**src/rtl/siw_pkg.sv**
```systemverilog
// constants, register map and carrier types of the interrupt, watchdog and protection control block
// assumes one 100 MHz clock and a register port with read data one cycle after the strobe
package siw_pkg;

  localparam int unsigned ADDR_W  = 8;
  localparam int unsigned DATA_W  = 32;
  localparam int unsigned NUM_SRC = 8;

  // source order: external 0..3, watchdog, timer one, timer two, serial port
  localparam int unsigned SRC_WDOG = 4;
  localparam int unsigned SRC_TMR1 = 5;
  localparam int unsigned SRC_TMR2 = 6;

  localparam logic [ADDR_W-1:0] ADDR_SYS_CFG  = 8'h00;
  localparam logic [ADDR_W-1:0] ADDR_MASK     = 8'h34;
  localparam logic [ADDR_W-1:0] ADDR_PEND     = 8'h38;
  localparam logic [ADDR_W-1:0] ADDR_CAUSE    = 8'h40;
  localparam logic [ADDR_W-1:0] ADDR_PROT     = 8'h41;
  localparam logic [ADDR_W-1:0] ADDR_WD_VEC   = 8'h42;
  localparam logic [ADDR_W-1:0] ADDR_WD_SVC   = 8'h43;

  localparam logic [NUM_SRC-1:0][ADDR_W-1:0] LVL_ADDR =
    {8'h1f, 8'h1d, 8'h1c, 8'h1b, 8'h17, 8'h16, 8'h15, 8'h14};
  localparam logic [NUM_SRC-1:0][7:0] LVL_RESET =
    {8'h18, 8'h94, 8'h90, 8'h1f, 8'h0c, 8'h08, 8'h04, 8'h1c};
  localparam logic [NUM_SRC-1:0][4:0] SRC_BIT =
    {5'h0c, 5'h0a, 5'h09, 5'h08, 5'h04, 5'h03, 5'h02, 5'h01};

  localparam logic [31:0] MASK_RESET    = 32'h0000171e;
  localparam logic [31:0] MASK_USED     = 32'h0000171e;
  localparam logic [7:0]  CAUSE_HARD    = 8'h80;
  localparam logic [7:0]  CAUSE_WDOG    = 8'h20;
  localparam logic [7:0]  CAUSE_USED    = 8'ha0;
  localparam logic [7:0]  PROT_RESET    = 8'h00;
  localparam logic [7:0]  WD_VEC_RESET  = 8'h0f;
  localparam logic [7:0]  SYS_CFG_RESET = 8'h60;
  localparam logic [7:0]  SYS_CFG_USED  = 8'h60;
  localparam int unsigned FRZ_WDOG_BIT  = 6;
  localparam int unsigned FRZ_BMON_BIT  = 5;

  localparam logic [7:0]  SVC_FIRST     = 8'h55;
  localparam logic [7:0]  SVC_SECOND    = 8'haa;
  localparam logic [7:0]  AUTOVEC_BASE  = 8'h18;
  localparam logic [7:0]  SPURIOUS_VEC  = 8'h18;
  localparam logic [2:0]  LEVEL_TOP     = 3'h7;
  localparam logic [2:0]  LEVEL_NONE    = 3'h0;

  // watchdog period is 2^(base + 2*code) clocks, times 2^presc when prescaled
  localparam int unsigned WD_BASE_LOG2  = 9;
  localparam int unsigned WD_PRESC_LOG2 = 9;
  localparam logic [10:0] BM_LIMIT_MAX  = 11'h400;

  typedef struct packed {
    logic       auto_vector_select;
    logic [1:0] unused;
    logic [2:0] request_level_field;
    logic [1:0] sub_priority_field;
  } siw_lvl_s;

  typedef struct packed {
    logic       watchdog_enable;
    logic       watchdog_reset_or_interrupt;
    logic       watchdog_prescale;
    logic [1:0] watchdog_timing_code;
    logic       bus_monitor_enable;
    logic [1:0] bus_monitor_timing_code;
  } siw_prot_s;

  typedef struct packed {
    logic [ADDR_W-1:0] addr;
    logic [DATA_W-1:0] wdata;
    logic              wr;
    logic              rd;
  } siw_bus_s;

  typedef struct packed {
    logic       valid;
    logic [2:0] level;
  } siw_iack_req_s;

  typedef struct packed {
    logic               valid;
    logic               device_vector;
    logic [NUM_SRC-1:0] source;
    logic [7:0]         vector;
  } siw_iack_rsp_s;

  typedef enum logic [1:0] {
    SVC_IDLE  = 2'b01,
    SVC_ARMED = 2'b10
  } siw_svc_e;

endpackage : siw_pkg

```
**src/rtl/siw_ctrl.sv**
```systemverilog
// interrupt priority controller, watchdog control, protection control and reset cause
// assumes: external request pins are asynchronous and active low; the other sources, the
// halt flag and the acknowledge request come from logic on this clock
//
// Strobed register access is this design's own decision.
module siw_ctrl #(
  parameter int unsigned WD_BASE_LOG2  = siw_pkg::WD_BASE_LOG2,
  parameter int unsigned WD_PRESC_LOG2 = siw_pkg::WD_PRESC_LOG2
) (
  input  wire logic                   clock,               // system clock, 100 MHz
  input  wire logic                   nrst,                // system reset, async, active low
  input  wire siw_pkg::siw_bus_s      bus,                 // register port request
  output logic [siw_pkg::DATA_W-1:0]  rdata_q,             // read data, cycle after read strobe
  input  wire logic [3:0]             irq_pin_n,           // external request lines, active low
  input  wire logic                   timer_one_irq,       // timer channel one request
  input  wire logic                   timer_two_irq,       // timer channel two request
  input  wire logic                   serial_irq,          // serial port request
  input  wire logic                   cpu_halted,          // core halted
  input  wire siw_pkg::siw_iack_req_s iack_req,            // acknowledge request with level
  output siw_pkg::siw_iack_rsp_s      iack_rsp_q,          // acknowledge answer
  output logic [2:0]                  core_level_q,        // request level to the core
  output logic                        watchdog_reset_q,    // hardware reset pulse
  output logic                        bus_monitor_run_q,   // bus monitor may count
  output logic [10:0]                 bus_monitor_limit_q  // bus monitor timeout in clocks
);
  import siw_pkg::*;

  logic [3:0]         ext_s1_q;
  logic [3:0]         ext_s2_q;
  logic [3:0]         ext_s3_q;
  logic [3:0]         ext_q;
  logic [NUM_SRC-1:0] src_req;
  logic [NUM_SRC-1:0] pend_q;
  logic [31:0]        mask_q;
  siw_lvl_s           lvl_q [NUM_SRC];
  siw_lvl_s           eff   [NUM_SRC];
  siw_prot_s          prot_q;
  logic               prot_done_q;
  logic [7:0]         cause_q;
  logic [7:0]         wd_vec_q;
  logic [7:0]         sys_cfg_q;
  siw_svc_e           svc_q;
  logic               svc_hit;
  logic               wd_irq_q;
  logic               wd_timeout;
  logic               sreset_q;
  logic [NUM_SRC-1:0] active;
  logic [4:0]         best_key;
  logic               ack_hit;
  logic [2:0]         ack_idx;
  logic [1:0]         ack_prio;
  logic [31:0]        pend_word;
  logic [31:0]        rd_mux;
  logic               wr_svc;

  assign wr_svc  = bus.wr && (bus.addr == ADDR_WD_SVC);
  assign src_req = {serial_irq, timer_two_irq, timer_one_irq, wd_irq_q, ext_q};

  // three stages; a level is taken only once the last two agree, which rejects single glitches
  always_ff @(posedge clock or negedge nrst) begin
    if (!nrst) begin
      ext_s1_q <= 4'h0;
      ext_s2_q <= 4'h0;
      ext_s3_q <= 4'h0;
      ext_q    <= 4'h0;
    end else begin
      ext_s1_q <= ~irq_pin_n;
      ext_s2_q <= ext_s1_q;
      ext_s3_q <= ext_s2_q;
      ext_q    <= (ext_s2_q & ext_s3_q) | (ext_q & (ext_s2_q ^ ext_s3_q));
    end
  end

  // pending mirrors the live request; the source itself withdraws it after acknowledge
  always_ff @(posedge clock or negedge nrst) begin
    if (!nrst) begin
      pend_q <= '0;
    end else if (sreset_q) begin
      pend_q <= '0;
    end else begin
      pend_q <= src_req;
    end
  end

  always_ff @(posedge clock or negedge nrst) begin
    if (!nrst) begin
      mask_q <= MASK_RESET;
    end else if (sreset_q) begin
      mask_q <= MASK_RESET;
    end else if (bus.wr && (bus.addr == ADDR_MASK)) begin
      mask_q <= bus.wdata & MASK_USED;
    end
  end

  always_ff @(posedge clock or negedge nrst) begin
    if (!nrst) begin
      for (int i = 0; i < NUM_SRC; i++) begin
        lvl_q[i] <= LVL_RESET[i];
      end
    end else if (sreset_q) begin
      for (int i = 0; i < NUM_SRC; i++) begin
        lvl_q[i] <= LVL_RESET[i];
      end
    end else if (bus.wr) begin
      for (int i = 0; i < NUM_SRC; i++) begin
        if (bus.addr == LVL_ADDR[i]) begin
          lvl_q[i] <= bus.wdata[7:0];
        end
      end
    end
  end

  // hardwired fields override the stored bits both in arbitration and on readback
  always_comb begin
    for (int i = 0; i < NUM_SRC; i++) begin
      eff[i] = lvl_q[i];
      eff[i].unused = 2'h0;
    end
    if (prot_q.watchdog_enable && !prot_q.watchdog_reset_or_interrupt) begin
      eff[SRC_WDOG].request_level_field = LEVEL_TOP;
    end
    eff[SRC_TMR1].auto_vector_select = 1'b1;
    eff[SRC_TMR2].auto_vector_select = 1'b1;
  end

  // equal keys fall to the lower source index, so duplicates stay deterministic here
  always_comb begin
    best_key = 5'h00;
    ack_hit  = 1'b0;
    ack_idx  = 3'h0;
    ack_prio = 2'h0;
    for (int i = 0; i < NUM_SRC; i++) begin
      active[i] = pend_q[i] && !mask_q[SRC_BIT[i]] &&
                  (eff[i].request_level_field != LEVEL_NONE);
      if (active[i] && ({eff[i].request_level_field, eff[i].sub_priority_field} > best_key)) begin
        best_key = {eff[i].request_level_field, eff[i].sub_priority_field};
      end
      if (active[i] && (eff[i].request_level_field == iack_req.level) &&
          (!ack_hit || (eff[i].sub_priority_field > ack_prio))) begin
        ack_hit  = 1'b1;
        ack_idx  = 3'(i);
        ack_prio = eff[i].sub_priority_field;
      end
    end
  end

  always_ff @(posedge clock or negedge nrst) begin
    if (!nrst) begin
      core_level_q <= LEVEL_NONE;
    end else if (sreset_q) begin
      core_level_q <= LEVEL_NONE;
    end else begin
      core_level_q <= best_key[4:2];
    end
  end

  always_ff @(posedge clock or negedge nrst) begin
    if (!nrst) begin
      iack_rsp_q <= '0;
    end else begin
      iack_rsp_q <= '0;
      if (iack_req.valid && !sreset_q) begin
        iack_rsp_q.valid <= 1'b1;
        if (!ack_hit) begin
          iack_rsp_q.device_vector <= 1'b1;
          iack_rsp_q.vector        <= SPURIOUS_VEC;
        end else if (ack_idx == 3'(SRC_WDOG)) begin
          iack_rsp_q.source        <= NUM_SRC'(1) << ack_idx;
          iack_rsp_q.device_vector <= 1'b1;
          iack_rsp_q.vector        <= wd_vec_q;
        end else if (eff[ack_idx].auto_vector_select) begin
          iack_rsp_q.source        <= NUM_SRC'(1) << ack_idx;
          iack_rsp_q.device_vector <= 1'b1;
          iack_rsp_q.vector        <= AUTOVEC_BASE + {5'h00, iack_req.level};
        end else begin
          iack_rsp_q.source        <= NUM_SRC'(1) << ack_idx;
        end
      end
    end
  end

  // watchdog request is held until its own acknowledge; a new timeout in that cycle wins
  always_ff @(posedge clock or negedge nrst) begin
    if (!nrst) begin
      wd_irq_q <= 1'b0;
    end else if (sreset_q) begin
      wd_irq_q <= 1'b0;
    end else if (wd_timeout && !prot_q.watchdog_reset_or_interrupt) begin
      wd_irq_q <= 1'b1;
    end else if (iack_req.valid && ack_hit && (ack_idx == 3'(SRC_WDOG))) begin
      wd_irq_q <= 1'b0;
    end
  end

  always_ff @(posedge clock or negedge nrst) begin
    if (!nrst) begin
      sreset_q         <= 1'b0;
      watchdog_reset_q <= 1'b0;
    end else begin
      sreset_q         <= wd_timeout && prot_q.watchdog_reset_or_interrupt;
      watchdog_reset_q <= wd_timeout && prot_q.watchdog_reset_or_interrupt;
    end
  end

  // the cause is recorded in the cycle the internal reset ends
  always_ff @(posedge clock or negedge nrst) begin
    if (!nrst) begin
      cause_q <= CAUSE_HARD;
    end else if (sreset_q) begin
      cause_q <= CAUSE_WDOG;
    end else if (bus.wr && (bus.addr == ADDR_CAUSE)) begin
      cause_q <= cause_q & ~(bus.wdata[7:0] & CAUSE_USED);
    end
  end

  always_ff @(posedge clock or negedge nrst) begin
    if (!nrst) begin
      prot_q      <= PROT_RESET;
      prot_done_q <= 1'b0;
    end else if (sreset_q) begin
      prot_q      <= PROT_RESET;
      prot_done_q <= 1'b0;
    end else if (bus.wr && (bus.addr == ADDR_PROT) && !prot_done_q) begin
      prot_q      <= bus.wdata[7:0];
      prot_done_q <= 1'b1;
    end
  end

  always_ff @(posedge clock or negedge nrst) begin
    if (!nrst) begin
      wd_vec_q <= WD_VEC_RESET;
    end else if (sreset_q) begin
      wd_vec_q <= WD_VEC_RESET;
    end else if (bus.wr && (bus.addr == ADDR_WD_VEC)) begin
      wd_vec_q <= bus.wdata[7:0];
    end
  end

  always_ff @(posedge clock or negedge nrst) begin
    if (!nrst) begin
      sys_cfg_q <= SYS_CFG_RESET;
    end else if (sreset_q) begin
      sys_cfg_q <= SYS_CFG_RESET;
    end else if (bus.wr && (bus.addr == ADDR_SYS_CFG)) begin
      sys_cfg_q <= bus.wdata[7:0] & SYS_CFG_USED;
    end
  end

  // any service write other than the expected byte or a repeated first byte drops the sequence back to the start
  assign svc_hit = wr_svc && (svc_q == SVC_ARMED) && (bus.wdata[7:0] == SVC_SECOND);

  always_ff @(posedge clock or negedge nrst) begin
    if (!nrst) begin
      svc_q <= SVC_IDLE;
    end else if (sreset_q) begin
      svc_q <= SVC_IDLE;
    end else if (wr_svc) begin
      unique case (svc_q)
        SVC_IDLE: begin
          svc_q <= (bus.wdata[7:0] == SVC_FIRST) ? SVC_ARMED : SVC_IDLE;
        end
        SVC_ARMED: begin
          svc_q <= (bus.wdata[7:0] == SVC_FIRST) ? SVC_ARMED : SVC_IDLE;
        end
        default: begin
          svc_q <= SVC_IDLE;
        end
      endcase
    end
  end

  siw_wdog_timer #(
    .BASE_LOG2  (WD_BASE_LOG2),
    .PRESC_LOG2 (WD_PRESC_LOG2)
  ) u_wdog (
    .clock       (clock),
    .nrst        (nrst),
    .clear       (sreset_q),
    .enable      (prot_q.watchdog_enable),
    .freeze      (sys_cfg_q[FRZ_WDOG_BIT] && cpu_halted),
    .prescale    (prot_q.watchdog_prescale),
    .timing_code (prot_q.watchdog_timing_code),
    .service     (svc_hit),
    .timeout_q   (wd_timeout)
  );

  always_ff @(posedge clock or negedge nrst) begin
    if (!nrst) begin
      bus_monitor_run_q   <= 1'b0;
      bus_monitor_limit_q <= BM_LIMIT_MAX;
    end else begin
      bus_monitor_run_q   <= prot_q.bus_monitor_enable &&
                             !(sys_cfg_q[FRZ_BMON_BIT] && cpu_halted);
      bus_monitor_limit_q <= BM_LIMIT_MAX >> prot_q.bus_monitor_timing_code;
    end
  end

  always_comb begin
    pend_word = 32'h0;
    for (int i = 0; i < NUM_SRC; i++) begin
      pend_word[SRC_BIT[i]] = pend_q[i];
    end
    rd_mux = 32'h0;
    for (int i = 0; i < NUM_SRC; i++) begin
      if (bus.addr == LVL_ADDR[i]) begin
        rd_mux = {24'h0, eff[i]};
      end
    end
    case (bus.addr)
      ADDR_SYS_CFG: rd_mux = {24'h0, sys_cfg_q};
      ADDR_MASK:    rd_mux = mask_q;
      ADDR_PEND:    rd_mux = pend_word;
      ADDR_CAUSE:   rd_mux = {24'h0, cause_q};
      ADDR_PROT:    rd_mux = {24'h0, prot_q};
      default:      rd_mux = rd_mux;
    endcase
  end

  always_ff @(posedge clock or negedge nrst) begin
    if (!nrst) begin
      rdata_q <= 32'h0;
    end else begin
      rdata_q <= bus.rd ? rd_mux : 32'h0;
    end
  end

endmodule : siw_ctrl

```
**src/rtl/siw_wdog_timer.sv**
```systemverilog
// watchdog period counter with optional prescaler
// assumes config and service come from logic on the same clock
module siw_wdog_timer #(
  parameter int unsigned BASE_LOG2  = 9,
  parameter int unsigned PRESC_LOG2 = 9
) (
  input  wire logic       clock,       // system clock
  input  wire logic       nrst,        // async reset, active low
  input  wire logic       clear,       // synchronous restart after a watchdog reset
  input  wire logic       enable,      // watchdog enabled
  input  wire logic       freeze,      // core halted and freezing selected
  input  wire logic       prescale,    // requested prescale
  input  wire logic [1:0] timing_code, // requested timing code
  input  wire logic       service,     // completed service sequence
  output logic            timeout_q    // one-cycle timeout pulse
);
  localparam int unsigned CNT_W = BASE_LOG2 + 6;

  logic                  act_presc_q;
  logic [1:0]            act_code_q;
  logic [PRESC_LOG2-1:0] presc_q;
  logic [CNT_W-1:0]      cnt_q;
  logic [CNT_W-1:0]      last_cnt;
  logic                  tick;
  logic                  at_last;

  assign last_cnt = {CNT_W{1'b1}} >> (3'h6 - {act_code_q, 1'b0});
  assign tick     = !act_presc_q || (presc_q == {PRESC_LOG2{1'b1}});
  assign at_last  = tick && (cnt_q == last_cnt);

  // a changed selection is only adopted at a service, so a stray write cannot shorten a running period
  always_ff @(posedge clock or negedge nrst) begin
    if (!nrst) begin
      act_presc_q <= 1'b0;
      act_code_q  <= 2'h0;
    end else if (clear) begin
      act_presc_q <= 1'b0;
      act_code_q  <= 2'h0;
    end else if (service) begin
      act_presc_q <= prescale;
      act_code_q  <= timing_code;
    end
  end

  always_ff @(posedge clock or negedge nrst) begin
    if (!nrst) begin
      presc_q <= '0;
      cnt_q   <= '0;
    end else if (clear || !enable || service) begin
      presc_q <= '0;
      cnt_q   <= '0;
    end else if (!freeze) begin
      presc_q <= presc_q + 1'b1;
      if (tick) begin
        cnt_q <= at_last ? '0 : cnt_q + 1'b1;
      end
    end
  end

  always_ff @(posedge clock or negedge nrst) begin
    if (!nrst) begin
      timeout_q <= 1'b0;
    end else begin
      timeout_q <= enable && !freeze && !clear && !service && at_last;
    end
  end

endmodule : siw_wdog_timer

```
**config.mk**
```make
export PLATFORM = sky130hd
export DESIGN_NAME = siw_ctrl
export DESIGN_NICKNAME = d
export VERILOG_FILES = /design/src/rtl/siw_pkg.sv /design/src/rtl/siw_ctrl.sv /design/src/rtl/siw_wdog_timer.sv
export SDC_FILE = /design/constraint.sdc
export NUM_CORES = 1
export LEC_CHECK = 0
export BUFFER_PORTS_ARGS = -buffer_cell sky130_fd_sc_hd__buf_2
export CAP_MARGIN = 20
export CORE_ASPECT_RATIO = 2
export CORE_MARGIN = 4
export CORE_UTILIZATION = 35
export CTS_BUF_LIST = sky130_fd_sc_hd__clkbuf_4
export DETAILED_ROUTE_END_ITERATION = 10
export GPL_ROUTABILITY_DRIVEN = 1
export HOLD_SLACK_MARGIN = 0.02
export SYNTH_ARGS = -nofsm -noshare
export SYNTH_HDL_FRONTEND = slang
export SYNTH_HIERARCHICAL = 1
export SYNTH_SLANG_ARGS = --single-unit
```
**constraint.sdc**
```tcl
create_clock -name clock -period 13.7 [get_ports clock]
set_clock_uncertainty 0.15 [all_clocks]
set_input_delay 0.685 -clock clock [delete_from_list [all_inputs] [get_ports clock]]
set_output_delay 0.685 -clock clock [all_outputs]
set_load 0.05 [all_outputs]
```
After elaboration in Yosys (flattened, before gate mapping)
Index checks and enable logic that the tools add are counted.
{ "op_classes": {"addsub": 4, "n_mux": 92, "n_shift": 3, "n_reduce_logical": 132, "magnitude_cmp": 16, "eq_ne": 30, "bitwise": 8} }
{ "ops": {"columns": ["cell", "n"], "rows": [
  ["$mux W32", 10],
  ["$mux W8", 22],
  ["$pmux W32 S5", 1],
  ["$mux W64", 2],
  ["$eq A8 B5 Y1 const B", 8],
  ["$logic_and A1 B1 Y1", 62],
  ["$mux W15", 4],
  ["$eq A8 B7 Y1 const B", 5],
  ["$mux W5", 8],
  ["$gt A5 B5 Y1", 7],
  ["$reduce_bool A2 Y1", 17],
  ["$reduce_bool A3 Y1", 9],
  ["$mux W2", 13],
  ["$bmux W8 S3", 1],
  ["$eq A3 B3 Y1", 8],
  ["$mux W3", 8],
  ["$logic_not A1 Y1", 23],
  ["$mux W1", 18],
  ["$mux W18", 1],
  ["$mux W9", 2],
  ["$reduce_and A2 Y1", 9],
  ["$mux W17", 1],
  ["$eq A8 B6 Y1 const B", 2],
  ["$add A15 B1 Y15 const B", 1],
  ["27 further kinds", 43]
]} }
{ "word_totals": {"output_inout_bits": 66, "word_cells": 339, "input_bits": 56, "register_bits": 232} }

Logic depth before layout (Yosys ltp)
{ "depth": {"ltp_word": 41, "depth_mapped": 54, "mapped_depth_nobuf": 54} }

Modules after synthesis
The synthesis kept the hierarchy.
{ "modules_own_cells": {"columns": ["module", "cells_per_inst", "seq_area_each_um2", "area_each_um2", "instances"], "rows": [
  ["siw_ctrl", 902, 3570.9, 8637.0, 1],
  ["siw_wdog_timer", 160, 700.7, 1507.7, 1]
]} }

Worst setup path before layout
Ideal clock, no wire load.
{ "synth_timing": {"kind": "register -> register", "startpoint": "reg mask_q[1]", "endpoint": "reg core_level_q[1]", "t_arrival_ns": 10.226, "synth_period_minus_slack_ns": 10.494, "path_slack_ns": 3.206, "t_required_ns": 13.432, "setup_ns": 0.118, "stages_incl_launch_ff": 51, "n_path_buf": 1, "path_cell_list": "dfstp_2 nor2b_1 o311a_1 inv_1 ha_1 and4_4 a211o_1 nor2_1 nand2_1 o21ai_0 inv_1 ha_1 nand2_1 mux2i_1 a41oi_1 and2_1 buf_4 mux2i_1 [... 15 more ...] ha_1 nor2b_1 o21a_1 o21ai_0 nand2b_1 a21oi_1 a311oi_1 mux2_2 ha_1 nor2b_1 o21a_1 o21ai_0 nand2b_1 a21oi_1 a311oi_1 and2_1 a22o_1 a21o_1"} }
{ "synth_between": {"elab_chain_cells": 27} }
{ "synth_lines": {"columns": ["element", "line_no", "rtl"], "rows": [
  ["start: declaration", "siw_ctrl.sv:34", "logic [31:0] mask_q;"],
  ["start signal: assignment", "siw_ctrl.sv:91", "mask_q <= bus.wdata & MASK_USED;"],
  ["$logic_not A1 Y1 (*)", "siw_ctrl.sv:133", "active[i] = pend_q[i] && !mask_q[SRC_BIT[i]] &&"],
  ["$logic_and A1 B1 Y1 (*) (2 in a row)", "siw_ctrl.sv:133", null],
  ["$logic_and A1 B1 Y1 (*)", "siw_ctrl.sv:135", "if (active[i] && ({eff[i].request_level_field, eff[i].sub_priority_field} > best_key)) begin"],
  ["$mux W5 (*)", "siw_ctrl.sv:135", null],
  ["$gt A5 B5 Y1", "siw_ctrl.sv:135", null],
  ["$logic_and A1 B1 Y1", "siw_ctrl.sv:135", null],
  ["$mux W5 (*)", "siw_ctrl.sv:135", null],
  ["$gt A5 B5 Y1", "siw_ctrl.sv:135", null],
  ["[... 10 more ...]", null, null],
  ["$mux W5 (*)", "siw_ctrl.sv:135", null],
  ["$gt A5 B5 Y1", "siw_ctrl.sv:135", null],
  ["$logic_and A1 B1 Y1", "siw_ctrl.sv:135", null],
  ["$mux W5 (*)", "siw_ctrl.sv:135", null],
  ["$gt A5 B5 Y1", "siw_ctrl.sv:135", null],
  ["$logic_and A1 B1 Y1", "siw_ctrl.sv:135", null],
  ["$mux W5 (*)", "siw_ctrl.sv:135", null],
  ["$mux W3 (*)", "siw_ctrl.sv:150", "end else if (sreset_q) begin"],
  ["end signal: assignment", "siw_ctrl.sv:153", "core_level_q <= best_key[4:2];"],
  ["end: declaration", "siw_ctrl.sv:21", "output logic [2:0] core_level_q,"]
]} }
Every way passes the cells marked *; elsewhere a longest branch is shown, timed or not.
A chain may end at the register's enable or synchronous reset.

Worst setup path in the final report
{ "layout_timing": {"startpoint": "reg pend_q[0]", "endpoint": "reg core_level_q[1]"} }
{ "layout_between": {"elab_chain_cells": 26} }
{ "layout_lines": {"columns": ["element", "line_no", "rtl"], "rows": [
  ["start: declaration", "siw_ctrl.sv:33", "logic [NUM_SRC-1:0] pend_q;"],
  ["start signal: assignment", "siw_ctrl.sv:81", "pend_q <= src_req;"],
  ["$logic_and A1 B1 Y1 (*) (2 in a row)", "siw_ctrl.sv:133", null],
  ["$logic_and A1 B1 Y1 (*)", "siw_ctrl.sv:135", null],
  ["$mux W5 (*)", "siw_ctrl.sv:135", null],
  ["$gt A5 B5 Y1", "siw_ctrl.sv:135", null],
  ["$logic_and A1 B1 Y1", "siw_ctrl.sv:135", null],
  ["$mux W5 (*)", "siw_ctrl.sv:135", null],
  ["$gt A5 B5 Y1", "siw_ctrl.sv:135", null],
  ["$logic_and A1 B1 Y1", "siw_ctrl.sv:135", null],
  ["[... 9 more ...]", null, null],
  ["$mux W5 (*)", "siw_ctrl.sv:135", null],
  ["$gt A5 B5 Y1", "siw_ctrl.sv:135", null],
  ["$logic_and A1 B1 Y1", "siw_ctrl.sv:135", null],
  ["$mux W5 (*)", "siw_ctrl.sv:135", null],
  ["$gt A5 B5 Y1", "siw_ctrl.sv:135", null],
  ["$logic_and A1 B1 Y1", "siw_ctrl.sv:135", null],
  ["$mux W5 (*)", "siw_ctrl.sv:135", null],
  ["$mux W3 (*)", "siw_ctrl.sv:150", null]
]} }
Marks and branches as above.

==> impl_metrics.toml <==
[synth]
yosys_warns = 6
synth_enable_flop_cells = 0
post_synth_main_area_contributors = "dfrtp_1 33%, dfstp_2 8.8%, mux2i_1 6.6%, ha_1 5.6%, nand2_1 4.1%"
ys_seq_elements = 169
yosysTopAreaCell = "dfrtp_1"
post_synth_num_cell_types = 74
synthesized_netlist_cell_count = 1062
ys_dominant_reg_cell = "dfrtp_1"
syn_avg_cell_area_sq_um = 9.552
synth_top_area_share_pct = 33.30
synth.cell_area_sq_um = 10140
synth_async_sr_flop_share_pct = 100.0
yosysSeqAreaShare_pct = 42.11

[floorplan]
total_die_area_sq_um = 31940
core-area_sq_um = 28410
die-height_um = 248.8
ioPinCount = 122
num_rows = 87
fp.dieW_um = 128.4
start_util_pct = 35.71

[worst_setup_path]
critPathSlowestCell = "nor2b_1"
rr_startpoint = "pend_q[0]"
crit_path_max_incr_delay_ns = 0.57
cp.buffers_inverters = 4
timing.critical_path.required_ns = 14.05
worst_setup_path_startpoint = "pend_q[0]"
worstSetupEndpointType = "register"
cp_common_cell = "ha_1"
worstPathMaxFanout = 7
timing_worst_setup_path_type = "reg2reg"
crit_family = "compound AO/OA/AOI/OAI gates"
arrival_ns = 12.36
setup.worst_path.start_class = "register"

[status]
outcome = "completed"

[finish]
mostFrequentLayoutCell = "dfrtp_1"
stdcell_area_sq_um = 11040
layout-area-overhead-vs-synth_pct = 8.818
num-nets-final = 1221
final-instance-count-excl-fill = 1490
mostFrequentLayoutCells = "134 x dfrtp_1, 110 x nand2_1, 99 x nor2_1"
final_util_pct = 38.86
drive_gt1_share_pct = 16.33
fill_cells = 2863

[route]
wl_per_cell_um = 19.41
route.detailed.vias_per_inst = 5.470
drtPass1Iterations = 5
drt.antenna.violating_nets = 0
initialDrtViolationCount = 373
wirelength_um = 28910
remaining_drc_errors = 0
via_count = 8150

[timing]
finalHoldViolCount = 0
finalSetupViolations = 0
timing.final.crit_period_ns = 12.01
final_min_period_over_clock_period_pct = 87.68
report.final.slew_viol_count = 0
setup-tns-final_ns = 0
timing.final.ws_setup_ns = 1.688
tightest_slew_ns = 1.071
fmax_ghz = 0.08325
max-slew-margin-rel_pct = 28.08
rsz0062_at_grt = "false"

[placement]
placed_cell_area_sq_um = 10740
numPortBuffers = 74
dp_worst_setup_slack_ns = 1.415
place.detailed.hpwl_um = 21700
placedCellCount = 1451
gp_congestion = 0.8850

[clock_network]
cts_num_sinks = 169
clock_latency_ns = 0.60
htree_num_levels = 4
clockRootBuffer = "clkbuf_4"
clock_tree.buffer_depth = 2
tritoncts = "built"
cts_resized = 0
cts_made_buffers = 17
clkSlewWorstSetupHoldPaths_ns = 0.16

[pwr]
ir_worst_vdd_uv = 73.26
p_leak_nw = 5.216
power_per_cell_area_nw_per_um2 = 92.09

[job]
max_cap_viol_count = 0

[grt]
first_pass_grt_wire_length_um = 45770
groute.usage.overall_pct = 18.40
antenna_found_initial = 2
grt_max_degree = 98
grt_pass1_vias = 8284
globalRoute.totalOverflow = 0

[worst_hold_path]
hold_path_class = "in2reg"
start_point_of_the_worst_min_delay_path = "serial_irq"
-- what timing repair did --
| action | in CTS | in global routing |
|---|---|---|
| buffers inserted | 0 | 0 |
| hold endpoints to repair | 27 | 0 |
| hold buffers | 5 | 0 |
-- through the flow --
stage,power (mW),hold slack (ns)
2_1_floorplan,0.7022,0.1812
3_3_place_gp,0.7556,0.1833
3_5_place_dp,0.7602,0.1847
4_1_cts,1.030,0.08614
5_1_grt,1.073,0.09334
6_report,1.017,0.1469
-- flip-flops by register name, summed over array words and instances, names as in the netlist, 2 cells and up --
register and flops:
svc_q 2, rdata_q 12, iack_rsp_q 18, u_wdog/cnt_q 15, wd_vec_q 8, cause_q 2, core_level_q 3, ext_s1_q 4
u_wdog/presc_q 9, lvl_q 3, u_wdog/act_code_q 2, ext_q 4, ext_s2_q 4, pend_q 8, bus_monitor_limit_q 4, mask_q 8
ext_s3_q 4, sys_cfg_q 2, prot_q 8, eff 43
-- Yosys cell counts (17+ instances only) --
cell type and instances:
mux2i_1 67, dfrtp_1 135, inv_1 56, a21oi_1 37, o21ai_0 26, nand3_1 43
xor2_1 23, xnor2_1 19, nand2_1 110, nand2b_1 19, clkbuf_1 42, buf_4 28
dfstp_2 34, a22oi_1 17, ha_1 45, nor2b_1 31, nor2_1 99
-- path summary, 6_finish.rpt --
check / to / depth (start not counted) / slack (ns)
worst max register to register: core_level_q[1] / 49 / 1.69
worst min-delay path: pend_q[7] / 2 / 0.15
max in group asynchronous: prot_q[1] / 3 / 11.26
worst min register to register: ext_s2_q[2] / 0 / 0.21
min in group asynchronous: iack_rsp_q[2] / 2 / 0.58
worst max-delay path: core_level_q[1] / 49 / 1.69
-- worst reg2reg max path, delay by kind of cell (launching register included) --
| kind | cells | cell delay, ns |
|---|---|---|
| buf+inv | 4 | 0.48 |
| mux | 6 | 1.96 |
| fa+ha+maj | 7 | 1.75 |
| simple gates | 13 | 2.43 |
| flops | 1 | 0.39 |
| compound gates | 19 | 4.74 |
-- power breakdown --
part	total (mW)	switching (mW)	internal, mW	leakage [nW]
sequential	0.552	0.0249	0.527	2.16
clock	0.265	0.187	0.0778	0.131
combinational	0.200	0.130	0.0705	2.93
total	1.02	0.341	0.675	5.22
-- kinds of logic (layout without fill, tap and decap cells) --
group | after synthesis | in the layout | synth area share (%)
simple gates | 393 | 393 | 18.98
compound gates | 188 | 188 | 13.58
flops | 169 | 169 | 42.11
buf+inv | 130 | 175 | 5.846
mux | 88 | 88 | 9.682
fa+ha+maj | 51 | 51 | 6.142
xor+xnor | 42 | 42 | 3.626
other cells | 1 | 28 | 0.03697
-- area by class of cell --
| cell class | instances | area (sq um) | share of cell area (%) |
|---|---|---|---|
| multi-input combinational | 789 | 5384 | 48.77 |
| inverter | 57 | 214.0 | 1.938 |
| clock inverter | 13 | 101.3 | 0.9181 |
| tap | 356 | 445.4 | 4.035 |
| sequential | 169 | 4273 | 38.71 |
| clock buffer | 19 | 142.6 | 1.292 |
| antenna | 1 | 2.502 | 0.02267 |
| timing repair buffer | 86 | 476.7 | 4.318 |
-- layer usage --
metal | share of wire, % | vias up | global-route usage [%]
li1 | - | 3810 | -
met1 | 36 | 4014 | 18.96
met2 | 54 | 257 | 33.86
met3 | 4.0 | 67 | 3.176
met4 | 5.8 | 2 | 10.78
met5 | 0.024 | - | 0
Power figures use the tool's default switching activity.
